===== config.mk =====
export PLATFORM = sky130hd
export DESIGN_NAME = psr_status_regs
export DESIGN_NICKNAME = d
export VERILOG_FILES = /design/src/psr_pkg.sv /design/src/psr_status_regs.sv
export VERILOG_INCLUDE_DIRS = /design/src
export SDC_FILE = /design/constraint.sdc
export NUM_CORES = 1
export LEC_CHECK = 0
export BUFFER_PORTS_ARGS = -buffer_cell sky130_fd_sc_hd__buf_4
export CAP_MARGIN = 0
export CORE_UTILIZATION = 55
export CTS_BUF_LIST = sky130_fd_sc_hd__clkbuf_2 sky130_fd_sc_hd__clkbuf_4 sky130_fd_sc_hd__clkbuf_8
export DETAILED_ROUTE_END_ITERATION = 10
export GPL_TIMING_DRIVEN = 1
export MAX_ROUTING_LAYER = met4
export PLACE_DENSITY = 0.79
export SYNTH_ARGS = -nofsm -noshare
export SYNTH_HDL_FRONTEND = slang
export SYNTH_SLANG_ARGS = --single-unit

===== constraint.sdc =====
create_clock -name i_clock -period 5.1 [get_ports i_clock]
set_input_delay 0.51 -clock i_clock [delete_from_list [all_inputs] [get_ports i_clock]]
set_output_delay 0.51 -clock i_clock [all_outputs]
set_load 0.01 [all_outputs]

===== src/psr_consts.svh =====
// offsets, field positions, codes and timing counts of the paged status bank
`ifndef PSR_CONSTS_SVH
`define PSR_CONSTS_SVH

// register indices; byte address is four times the index
`define PSR_IDX_PAGE 6'h29
`define PSR_IDX_AGC 6'h2a
`define PSR_IDX_RSSI 6'h2b
`define PSR_IDX_PG2C 6'h2c
`define PSR_IDX_PG2D 6'h2d
`define PSR_IDX_IRQ_ST 6'h30
`define PSR_IDX_IRQ_MASK 6'h31
`define PSR_IDX_CMD 6'h32

// page select field positions
`define PSR_PG2D_HI 7
`define PSR_PG2D_LO 6
`define PSR_PG2C_HI 5
`define PSR_PG2C_LO 4
`define PSR_PG2B_HI 3
`define PSR_PG2B_LO 0
`define PSR_PAGE_RESET 8'h00

// signal strength page codes
`define PSR_RSSI_LIVE 4'h0
`define PSR_RSSI_NOISE 4'h2
`define PSR_RSSI_PILOT 4'h4
`define PSR_RSSI_DATA 4'h6
`define PSR_RSSI_PEAK 4'h8
`define PSR_RSSI_CTIME 4'hc
`define PSR_RSSI_CLEN 4'hd
`define PSR_RSSI_ETIME 4'he

// two-bit page codes of 2Ch and 2Dh
`define PSR_PG_00 2'b00
`define PSR_PG_10 2'b10

// direct command opcodes
`define PSR_CMD_STORE_RSSI 8'ha8
`define PSR_CMD_ADC 8'h87

// interrupt status bits
`define PSR_IRQ_ADC 0
`define PSR_IRQ_NOISE 1
`define PSR_IRQ_COLL 2
`define PSR_IRQ_ERR 3
`define PSR_IRQ_RESET 4'h0

// gain-limit step ceiling
`define PSR_AGL_MAX 3'd4

// converter settle time, rounded up to whole clock cycles
`define PSR_CLOCK_NS 8
`define PSR_ADC_TIME_NS 20000
`define PSR_ADC_CYCLES ((`PSR_ADC_TIME_NS + `PSR_CLOCK_NS - 1) / `PSR_CLOCK_NS)

`endif


===== src/psr_pkg.sv =====
// types shared by the paged status bank
`default_nettype none
package psr_pkg;

  // front-end measurement and event levels, all from outside this clock
  typedef struct packed {
    logic subc_phase;
    logic [2:0] agc_gain;
    logic iq_select;
    logic carrier_stable;
    logic pll_locked;
    logic osc_stable;
    logic [3:0] rssi_q;
    logic [3:0] rssi_i;
    logic [2:0] agl_q;
    logic [2:0] agl_i;
    logic [3:0] highpass_cal_value;
    logic [3:0] lowpass_cal_value;
    logic [7:0] adc_value;
    logic rx_active;
    logic tx_active;
    logic rx_bit;
    logic pilot_mark;
    logic data_mark;
    logic collision;
    logic proto_err;
  } psr_fe_t;

  // clamped gain-limit steps driven to the receiver
  typedef struct packed {
    logic [2:0] q_step;
    logic [2:0] i_step;
  } psr_agl_t;

  typedef enum logic [0:0] {
    PSR_ADC_IDLE = 1'b0,
    PSR_ADC_CONV = 1'b1
  } psr_adc_state_t;

endpackage
`default_nettype wire


===== src/psr_status_regs.sv =====
// paged status readout bank with wishbone slave and interrupt
`default_nettype none
`include "psr_consts.svh"

module psr_status_regs #(
  parameter int ADC_CYCLES = `PSR_ADC_CYCLES
) (
  // clock and reset
  input wire logic i_clock,
  input wire logic i_reset_n,
  // wishbone slave
  input wire logic i_wb_cyc,
  input wire logic i_wb_stb,
  input wire logic i_wb_we,
  input wire logic [7:0] i_wb_adr,
  input wire logic [3:0] i_wb_sel,
  input wire logic [31:0] i_wb_dat,
  output logic [31:0] o_wb_dat,
  output logic o_wb_ack,
  // front end
  input wire psr_pkg::psr_fe_t i_fe,
  output logic o_adc_start,
  output psr_pkg::psr_agl_t o_agl,
  // interrupt
  output logic o_irq
);
  import psr_pkg::*;

  localparam logic [11:0] ADC_LAST = 12'(ADC_CYCLES - 1);

  function automatic logic [3:0] nib_max(input logic [3:0] a,
                                         input logic [3:0] b);
    nib_max = (a > b) ? a : b;
  endfunction

  function automatic logic [2:0] agl_clamp(input logic [2:0] code);
    agl_clamp = (code > `PSR_AGL_MAX) ? `PSR_AGL_MAX : code;
  endfunction

  // ************************************************************
  // input synchronisers
  // ************************************************************
  // multi-bit values are sampled per bit; a value changing at the sample
  // edge may read one cycle mixed, which the analog side tolerates
  psr_fe_t fe_m_q;
  psr_fe_t fe_s_q;
  psr_fe_t fe_p_q;

  always_ff @(posedge i_clock or negedge i_reset_n) begin
    if (!i_reset_n) begin
      fe_m_q <= '0;
      fe_s_q <= '0;
      fe_p_q <= '0;
    end else begin
      fe_m_q <= i_fe;
      fe_s_q <= fe_m_q;
      fe_p_q <= fe_s_q;
    end
  end

  wire logic rx_rise = fe_s_q.rx_active & ~fe_p_q.rx_active;
  wire logic bit_rise = fe_s_q.rx_bit & ~fe_p_q.rx_bit;
  wire logic pilot_rise = fe_s_q.pilot_mark & ~fe_p_q.pilot_mark;
  wire logic data_rise = fe_s_q.data_mark & ~fe_p_q.data_mark;
  wire logic coll_rise = fe_s_q.collision & ~fe_p_q.collision;
  wire logic err_rise = fe_s_q.proto_err & ~fe_p_q.proto_err;
  wire logic [7:0] live_rssi = {fe_s_q.rssi_q, fe_s_q.rssi_i};

  // ************************************************************
  // bus decode
  // ************************************************************
  logic ack_q;
  logic [31:0] dat_q;
  wire logic [5:0] idx = i_wb_adr[7:2];
  wire logic req = i_wb_cyc & i_wb_stb & ~ack_q;
  // writes land only on byte lane 0, where every register sits
  wire logic wr = req & i_wb_we & i_wb_sel[0];
  wire logic rd = req & ~i_wb_we;
  wire logic [7:0] wdat = i_wb_dat[7:0];
  wire logic wr_page = wr & (idx == `PSR_IDX_PAGE);
  wire logic wr_st = wr & (idx == `PSR_IDX_IRQ_ST);
  wire logic wr_mask = wr & (idx == `PSR_IDX_IRQ_MASK);
  wire logic wr_cmd = wr & (idx == `PSR_IDX_CMD);
  wire logic cmd_store = wr_cmd & (wdat == `PSR_CMD_STORE_RSSI);
  wire logic cmd_adc = wr_cmd & (wdat == `PSR_CMD_ADC);

  // ************************************************************
  // page select and snapshots
  // ************************************************************
  logic [7:0] page_q;
  logic [7:0] noise_q;
  logic [7:0] pilot_q;
  logic [7:0] data_q;
  logic [7:0] peak_q;
  logic in_select_q;
  logic [7:0] bit_cnt_q;
  logic [7:0] coll_time_q;
  logic [7:0] coll_len_q;
  logic [7:0] err_time_q;
  logic err_seen_q;

  always_ff @(posedge i_clock or negedge i_reset_n) begin
    if (!i_reset_n) begin
      page_q <= `PSR_PAGE_RESET;
    end else if (wr_page) begin
      page_q <= wdat;
    end
  end

  always_ff @(posedge i_clock or negedge i_reset_n) begin
    if (!i_reset_n) begin
      noise_q <= 8'h00;
      pilot_q <= 8'h00;
      data_q <= 8'h00;
    end else begin
      if (cmd_store) begin
        noise_q <= live_rssi;
      end
      if (pilot_rise) begin
        pilot_q <= live_rssi;
      end
      if (data_rise) begin
        data_q <= live_rssi;
      end
    end
  end

  // peak restarts at each reception and follows each channel's maximum
  wire logic [7:0] peak_d = {nib_max(peak_q[7:4], fe_s_q.rssi_q),
                             nib_max(peak_q[3:0], fe_s_q.rssi_i)};

  always_ff @(posedge i_clock or negedge i_reset_n) begin
    if (!i_reset_n) begin
      peak_q <= 8'h00;
      in_select_q <= 1'b0;
    end else begin
      if (rx_rise) begin
        peak_q <= live_rssi;
        in_select_q <= fe_s_q.iq_select;
      end else if (fe_s_q.rx_active) begin
        peak_q <= peak_d;
      end
    end
  end

  // timing is counted in received bits, saturating at 255
  wire logic [7:0] bit_cnt_d = (bit_cnt_q == 8'hff) ? bit_cnt_q
                                                     : bit_cnt_q + 8'h01;

  always_ff @(posedge i_clock or negedge i_reset_n) begin
    if (!i_reset_n) begin
      bit_cnt_q <= 8'h00;
      coll_time_q <= 8'h00;
      coll_len_q <= 8'h00;
      err_time_q <= 8'h00;
      err_seen_q <= 1'b0;
    end else if (rx_rise) begin
      bit_cnt_q <= 8'h00;
      err_seen_q <= 1'b0;
    end else begin
      if (bit_rise) begin
        bit_cnt_q <= bit_cnt_d;
      end
      if (coll_rise) begin
        coll_time_q <= bit_cnt_q;
        coll_len_q <= 8'h00;
      end else if (fe_s_q.collision & bit_rise & coll_len_q != 8'hff) begin
        coll_len_q <= coll_len_q + 8'h01;
      end
      if (err_rise & ~err_seen_q) begin
        err_time_q <= bit_cnt_q;
        err_seen_q <= 1'b1;
      end
    end
  end

  // ************************************************************
  // converter sequencing
  // ************************************************************
  psr_adc_state_t adc_state_q;
  logic [11:0] adc_cnt_q;
  logic [7:0] adc_q;
  wire logic adc_go = cmd_adc & (adc_state_q == PSR_ADC_IDLE);
  wire logic adc_done = (adc_state_q == PSR_ADC_CONV) & (adc_cnt_q == 12'h0);

  // a second trigger during a conversion is ignored, not restarted
  assign o_adc_start = adc_go;

  always_ff @(posedge i_clock or negedge i_reset_n) begin
    if (!i_reset_n) begin
      adc_state_q <= PSR_ADC_IDLE;
      adc_cnt_q <= 12'h0;
      adc_q <= 8'h00;
    end else begin
      case (adc_state_q)
        PSR_ADC_IDLE: begin
          if (adc_go) begin
            adc_state_q <= PSR_ADC_CONV;
            adc_cnt_q <= ADC_LAST;
          end
        end
        PSR_ADC_CONV: begin
          if (adc_done) begin
            adc_q <= fe_s_q.adc_value;
            adc_state_q <= PSR_ADC_IDLE;
          end else begin
            adc_cnt_q <= adc_cnt_q - 12'h1;
          end
        end
        default: begin
          adc_state_q <= PSR_ADC_IDLE;
        end
      endcase
    end
  end

  // ************************************************************
  // interrupt
  // ************************************************************
  logic [3:0] irq_st_q;
  logic [3:0] irq_mask_q;
  wire logic [3:0] irq_ev = {err_rise & ~err_seen_q, coll_rise,
                             cmd_store, adc_done};
  wire logic [3:0] irq_clr = wr_st ? wdat[3:0] : 4'h0;

  always_ff @(posedge i_clock or negedge i_reset_n) begin
    if (!i_reset_n) begin
      irq_st_q <= `PSR_IRQ_RESET;
      irq_mask_q <= `PSR_IRQ_RESET;
    end else begin
      // a new event outranks a clear in the same cycle
      irq_st_q <= (irq_st_q & ~irq_clr) | irq_ev;
      if (wr_mask) begin
        irq_mask_q <= wdat[3:0];
      end
    end
  end

  assign o_irq = |(irq_st_q & irq_mask_q);

  // ************************************************************
  // read selection
  // ************************************************************
  wire logic [1:0] pg2d = page_q[`PSR_PG2D_HI:`PSR_PG2D_LO];
  wire logic [1:0] pg2c = page_q[`PSR_PG2C_HI:`PSR_PG2C_LO];
  wire logic [3:0] pg2b = page_q[`PSR_PG2B_HI:`PSR_PG2B_LO];

  wire logic [7:0] agc_byte = {fe_s_q.subc_phase, fe_s_q.agc_gain,
                               in_select_q, fe_s_q.carrier_stable,
                               fe_s_q.pll_locked, fe_s_q.osc_stable};

  // upper nibble Q, lower nibble I in the live level and level snapshots; collision and error pages hold bit counts
  wire logic [7:0] rssi_byte =
    (pg2b == `PSR_RSSI_LIVE) ? live_rssi :
    (pg2b == `PSR_RSSI_NOISE) ? noise_q :
    (pg2b == `PSR_RSSI_PILOT) ? pilot_q :
    (pg2b == `PSR_RSSI_DATA) ? data_q :
    (pg2b == `PSR_RSSI_PEAK) ? peak_q :
    (pg2b == `PSR_RSSI_CTIME) ? coll_time_q :
    (pg2b == `PSR_RSSI_CLEN) ? coll_len_q :
    (pg2b == `PSR_RSSI_ETIME) ? err_time_q : 8'h00;

  wire logic [7:0] pg2c_byte =
    (pg2c == `PSR_PG_00) ? {2'b00, fe_s_q.agl_q, fe_s_q.agl_i} :
    (pg2c == `PSR_PG_10) ? {fe_s_q.highpass_cal_value,
                            fe_s_q.lowpass_cal_value} : 8'h00;

  wire logic [7:0] pg2d_byte = (pg2d == `PSR_PG_00) ? adc_q : 8'h00;

  // status addresses take no write
  wire logic [7:0] rd_byte =
    (idx == `PSR_IDX_PAGE) ? page_q :
    (idx == `PSR_IDX_AGC) ? agc_byte :
    (idx == `PSR_IDX_RSSI) ? rssi_byte :
    (idx == `PSR_IDX_PG2C) ? pg2c_byte :
    (idx == `PSR_IDX_PG2D) ? pg2d_byte :
    (idx == `PSR_IDX_IRQ_ST) ? {4'h0, irq_st_q} :
    (idx == `PSR_IDX_IRQ_MASK) ? {4'h0, irq_mask_q} : 8'h00;

  always_ff @(posedge i_clock or negedge i_reset_n) begin
    if (!i_reset_n) begin
      ack_q <= 1'b0;
      dat_q <= 32'h0000_0000;
    end else begin
      ack_q <= req;
      dat_q <= rd ? {24'h00_0000, rd_byte} : 32'h0000_0000;
    end
  end

  assign o_wb_ack = ack_q;
  assign o_wb_dat = dat_q;

  // gain steps above 4 behave as step 4 at the receiver
  always_ff @(posedge i_clock or negedge i_reset_n) begin
    if (!i_reset_n) begin
      o_agl <= '0;
    end else begin
      o_agl.q_step <= agl_clamp(fe_s_q.agl_q);
      o_agl.i_step <= agl_clamp(fe_s_q.agl_i);
    end
  end

  // ************************************************************
  // checks
  // ************************************************************
  logic [12:0] conv_age_q;

  always_ff @(posedge i_clock or negedge i_reset_n) begin
    if (!i_reset_n) begin
      conv_age_q <= 13'h0;
    end else begin
      conv_age_q <= (adc_state_q == PSR_ADC_CONV) ? conv_age_q + 13'h1
                                                   : 13'h0;
    end
  end

  page2d_read_a: assert property (
    @(posedge i_clock) disable iff (!i_reset_n)
    rd & idx == `PSR_IDX_PG2D & pg2d == `PSR_PG_00 & ~adc_done
    |=> o_wb_ack && o_wb_dat[7:0] == adc_q)
    else $error("2Dh page 00 read missed converter result");

  page2c_cal_a: assert property (
    @(posedge i_clock) disable iff (!i_reset_n)
    rd & idx == `PSR_IDX_PG2C & pg2c == `PSR_PG_10
    |=> o_wb_dat[7:0] == $past({fe_s_q.highpass_cal_value,
                                fe_s_q.lowpass_cal_value}))
    else $error("2Ch page 10 read wrong calibration");

  rssi_noise_a: assert property (
    @(posedge i_clock) disable iff (!i_reset_n)
    rd & idx == `PSR_IDX_RSSI & pg2b == `PSR_RSSI_NOISE
    |=> o_wb_dat[7:0] == $past(noise_q))
    else $error("noise page read wrong value");

  noise_capture_a: assert property (
    @(posedge i_clock) disable iff (!i_reset_n)
    cmd_store |=> noise_q == $past(live_rssi) && irq_st_q[`PSR_IRQ_NOISE])
    else $error("store command did not capture noise level");

  iq_hold_a: assert property (
    @(posedge i_clock) disable iff (!i_reset_n)
    !rx_rise |=> $stable(in_select_q))
    else $error("decoding channel changed mid reception");

  rfu_zero_a: assert property (
    @(posedge i_clock) disable iff (!i_reset_n)
    rd & idx == `PSR_IDX_PG2C & pg2c == `PSR_PG_00
    |=> o_wb_dat[7:6] == 2'b00 && o_wb_dat[5:0] == $past({fe_s_q.agl_q,
                                                          fe_s_q.agl_i}))
    else $error("2Ch page 00 layout wrong");

  agl_clamp_a: assert property (
    @(posedge i_clock) disable iff (!i_reset_n)
    fe_s_q.agl_q > `PSR_AGL_MAX |=> o_agl.q_step == `PSR_AGL_MAX)
    else $error("gain-limit code above 4 not held at 4");

  adc_time_a: assert property (
    @(posedge i_clock) disable iff (!i_reset_n)
    (conv_age_q <= 13'(ADC_CYCLES)) and
    (adc_done |-> conv_age_q == 13'(ADC_CYCLES - 1)))
    else $error("converter result not after the settle time");

  ro_write_a: assert property (
    @(posedge i_clock) disable iff (!i_reset_n)
    wr & idx != `PSR_IDX_PAGE |=> $stable(page_q))
    else $error("page select changed by another address");

  irq_set_wins_a: assert property (
    @(posedge i_clock) disable iff (!i_reset_n)
    adc_done & wr_st & wdat[`PSR_IRQ_ADC] |=> irq_st_q[`PSR_IRQ_ADC])
    else $error("event lost against a clear");

endmodule
`default_nettype wire


==> impl_metrics.py <==
metrics = {
    "floorplan": {
        "rows": 46,
        "io_pins": 135,
        "core_area_um2": 15900,
        "start_util_pct": 56.2,
        "die_x_um": 129,
        "die_h_um": 129,
        "die-area_um2": 16700,
    },
    "cells_and_area": {
        "drive_above_1_share_pct": 26.6,
        "area_delta_synth_final_pct": 17.6,
        "fin_util_pct": 66.1,
        "final_nets": 935,
    },
    "placement": {
        "place.gp.congestion": 0.893,
        "portBuffers": 80,
        "place_hpwl_um": 13400,
    },
    "power_and_ir_drop": {
        "p_leak_nw": 4.78,
        "power.density_nw_per_um2": 373,
        "peakVddDrop_uv": 218,
    },
    "clock_tree": {
        "cts_tree": "yes",
        "clock-root-buffer": "clkbuf_8",
        "postCtsResizedCells": 0,
        "cts_made_buffers": 37,
        "cts_hold_buffers": 0,
        "h-tree-depth": 2,
        "cts_buffer_depth": 3,
        "path_clk_slew_ns": 0.06,
        "cts.sinks": 212,
        "clock_latency_ns": 0.54,
        "cts_setup_buffers": 0,
    },
    "yosys": {
        "synth_top_area_share_pct": 59.4,
        "syn_avg_cell_area_um2": 12.1,
        "syn_inst": 737,
        "synth_top_flop_cell": "dfrtp_1",
        "synth_top_family_by_area": "simple AND/OR/NAND/NOR gates",
        "synth_common_cells": "212 x dfrtp_1, 65 x mux2_2, 64 x nand2_1",
        "synth_edf_count": 0,
        "synth_area_um2": 8930,
        "synth_area_leaders": "dfrtp_1 59%, mux2_2 8.2%, nand2_1 2.7%",
        "synth_xor_area_share_pct": 1.28,
        "synth_mux_area_share_pct": 10.7,
        "yosysWarningCount": 0,
        "ys_types": 71,
        "synth_simple_gate_area_share_pct": 12.3,
        "synth_compound_area_share_pct": 10.3,
        "ys_ff_latch": 212,
        "async_flop_share_pct": 100,
        "synthAdderAreaFrac_pct": 1.54,
        "yosys.area.top_type": "dfrtp_1",
        "synth.most_common_cell": "dfrtp_1",
        "ys_seq_area_share_pct": 59.4,
    },
    "drt": {
        "wl_per_cell_um": 18.1,
        "totalWireLength_um": 19500,
        "drcViolationCount": 0,
        "ant_nets": 0,
        "drt_iter0_drc": 458,
        "drtPass1Iterations": 6,
        "vias": 6087,
        "vias_per_cell": 5.66,
    },
    "sta": {
        "rsz0062_at_grt": "no",
        "period_needed_ns": 2.73,
        "max_freq_ghz": 0.367,
        "setup_violations": 0,
        "maxSlewViolCount": 0,
        "hold_violations": 0,
        "tightest_slew_ns": 0.903,
        "maxSlewHeadroom_pct": 39.7,
        "fin_setup_tns_ns": 0,
        "post-route-period-util_pct": 53.4,
        "clock_skew_ns": 0.0226,
    },
    "outcome": {
        "status": "finished clean",
    },
    "global_routing": {
        "groute.usage.overall_pct": 25.5,
        "overflow": 0,
        "grt_max_degree": 122,
        "grt_pass1_vias": 6257,
        "grt_pass1_wl_um": 31800,
        "antenna_found_initial": 1,
    },
    "setup_path": {
        "critPathLaunchType": "flip-flop",
        "endpoint_kind": "output port",
        "worstPathRequired_ns": 4.59,
        "path_class": "reg -> out",
        "critPathMaxFanout": 7,
        "arrival_ns": 2.22,
    },
    "worst_hold_path": {
        "hold_path.class": "in -> async",
    },
    "run": {
        "drv_cap": 0,
    },
}
-- power breakdown --
part / switching [mW] / internal (mW) / total, mW
logic: 0.152 / 0.138 / 0.290
registers: 0.0714 / 1.78 / 1.85
clock network: 0.687 / 1.09 / 1.78
-- per-layer routing --
| layer | vias to the layer above | part of all wire [%] | track usage [%] |
|---|---|---|---|
| li1 | 2779 | - | - |
| met1 | 3037 | 42 | 32.0 |
| met2 | 222 | 49 | 40.5 |
| met3 | 49 | 5.8 | 5.66 |
| met4 | 0 | 3.0 | 10.2 |
| met5 | - | 0 | - |
-- final timing paths --
path,slack [ns],start,cells after the start,to
setup / recovery,2.37,o_wb_ack,5,o_adc_start
hold reg to reg,0.34,fe_m_q[8],0,fe_s_q[8]
max in group asynchronous,3.97,i_reset_n,2,data_q[0]
setup reg to reg,2.61,page_q[0],5,o_wb_dat[4]
hold / removal,0.05,i_reset_n,1,adc_cnt_q[6]
min in group i_clock,0.08,i_fe[31],1,fe_m_q[31]
-- through the flow --
step | area [um^2] | total power [mW] | worst slack (ns) | std cells | hold WS, ns
floorplan | 9020 | 2.04 | 3.01 | 760 | 0.214
global placement | 9620 | 2.15 | 2.51 | 1007 | 0.332
detailed placement | 9620 | 2.17 | 2.44 | 1007 | 0.335
CTS | 10500 | 3.96 | 2.33 | 1074 | 0.0468
global route | 10500 | 4.08 | 2.21 | 1075 | 0.0549
finish | 10500 | 3.92 | 2.37 | 1075 | 0.0470
-- placed cells by master (no fill, tap or decap), drive strengths merged, types with 4 or more instances in the layout --
cell type  Yosys  routed
o22a           5       5
nor3           7       7
clkinv         0       4
nor4          11      11
dfrtp        212     212
a211oi         6       6
mux2i         13      13
a21oi         30      30
nor2b         20      20
nand3b         7       7
and3           8       8
a2111oi        7       7
ha            11      11
mux2          73      73
buf           36      82
inv           25      27
conb           1      24
a22oi         17      17
o21ai         14      14
nand2b        11      11
nor2          33      33
or3            4       4
xnor2          4       4
a21o           6       6
nand2         64      64
xor2           9       9
nand3         20      20
o22ai          9       9
a311oi         5       5
clkbuf        16      59
-- state kept, by name, indices dropped and copies added, names as in the netlist, 8 cells and up --
register and cells:
pilot_q 8, noise_q 8, adc_q 8, bit_cnt_q 8, fe_s_q 37, coll_len_q 8
page_q 8, adc_cnt_q 12, data_q 8, coll_time_q 8, peak_q 8, o_wb_dat 8
err_time_q 8, fe_m_q 44
-- critical path, cell delays in order (launching register included) --
cell and delay (ns):
dfrtp_1 0.38, nand3b_1 0.21, nor3_1 0.44, nand3_1 0.33, inv_1 0.20, buf_4 0.14
-- final cells by class --
cell class	count	area, um^2
Sequential cell	212	5310
Inverter	25	93.8
Clock inverter	9	130
Antenna cell	1	2.50
Fill cell	1221	5380
Clock buffer	58	748
Timing Repair Buffer	83	642
Tap cell	216	270
Multi-Input combinational cell	471	3310
-- logic make-up after synthesis --
kind of cell             Yosys count
flip-flops                       212
AND/OR/NAND/NOR                  207
AO/OA/AOI/OAI                    130
multiplexers                      86
buffers and inverters             77
XOR/XNOR                          13
adder cells (fa/ha/maj)           11
other                              1
No activity file was read; power rests on OpenSTA's default activity.
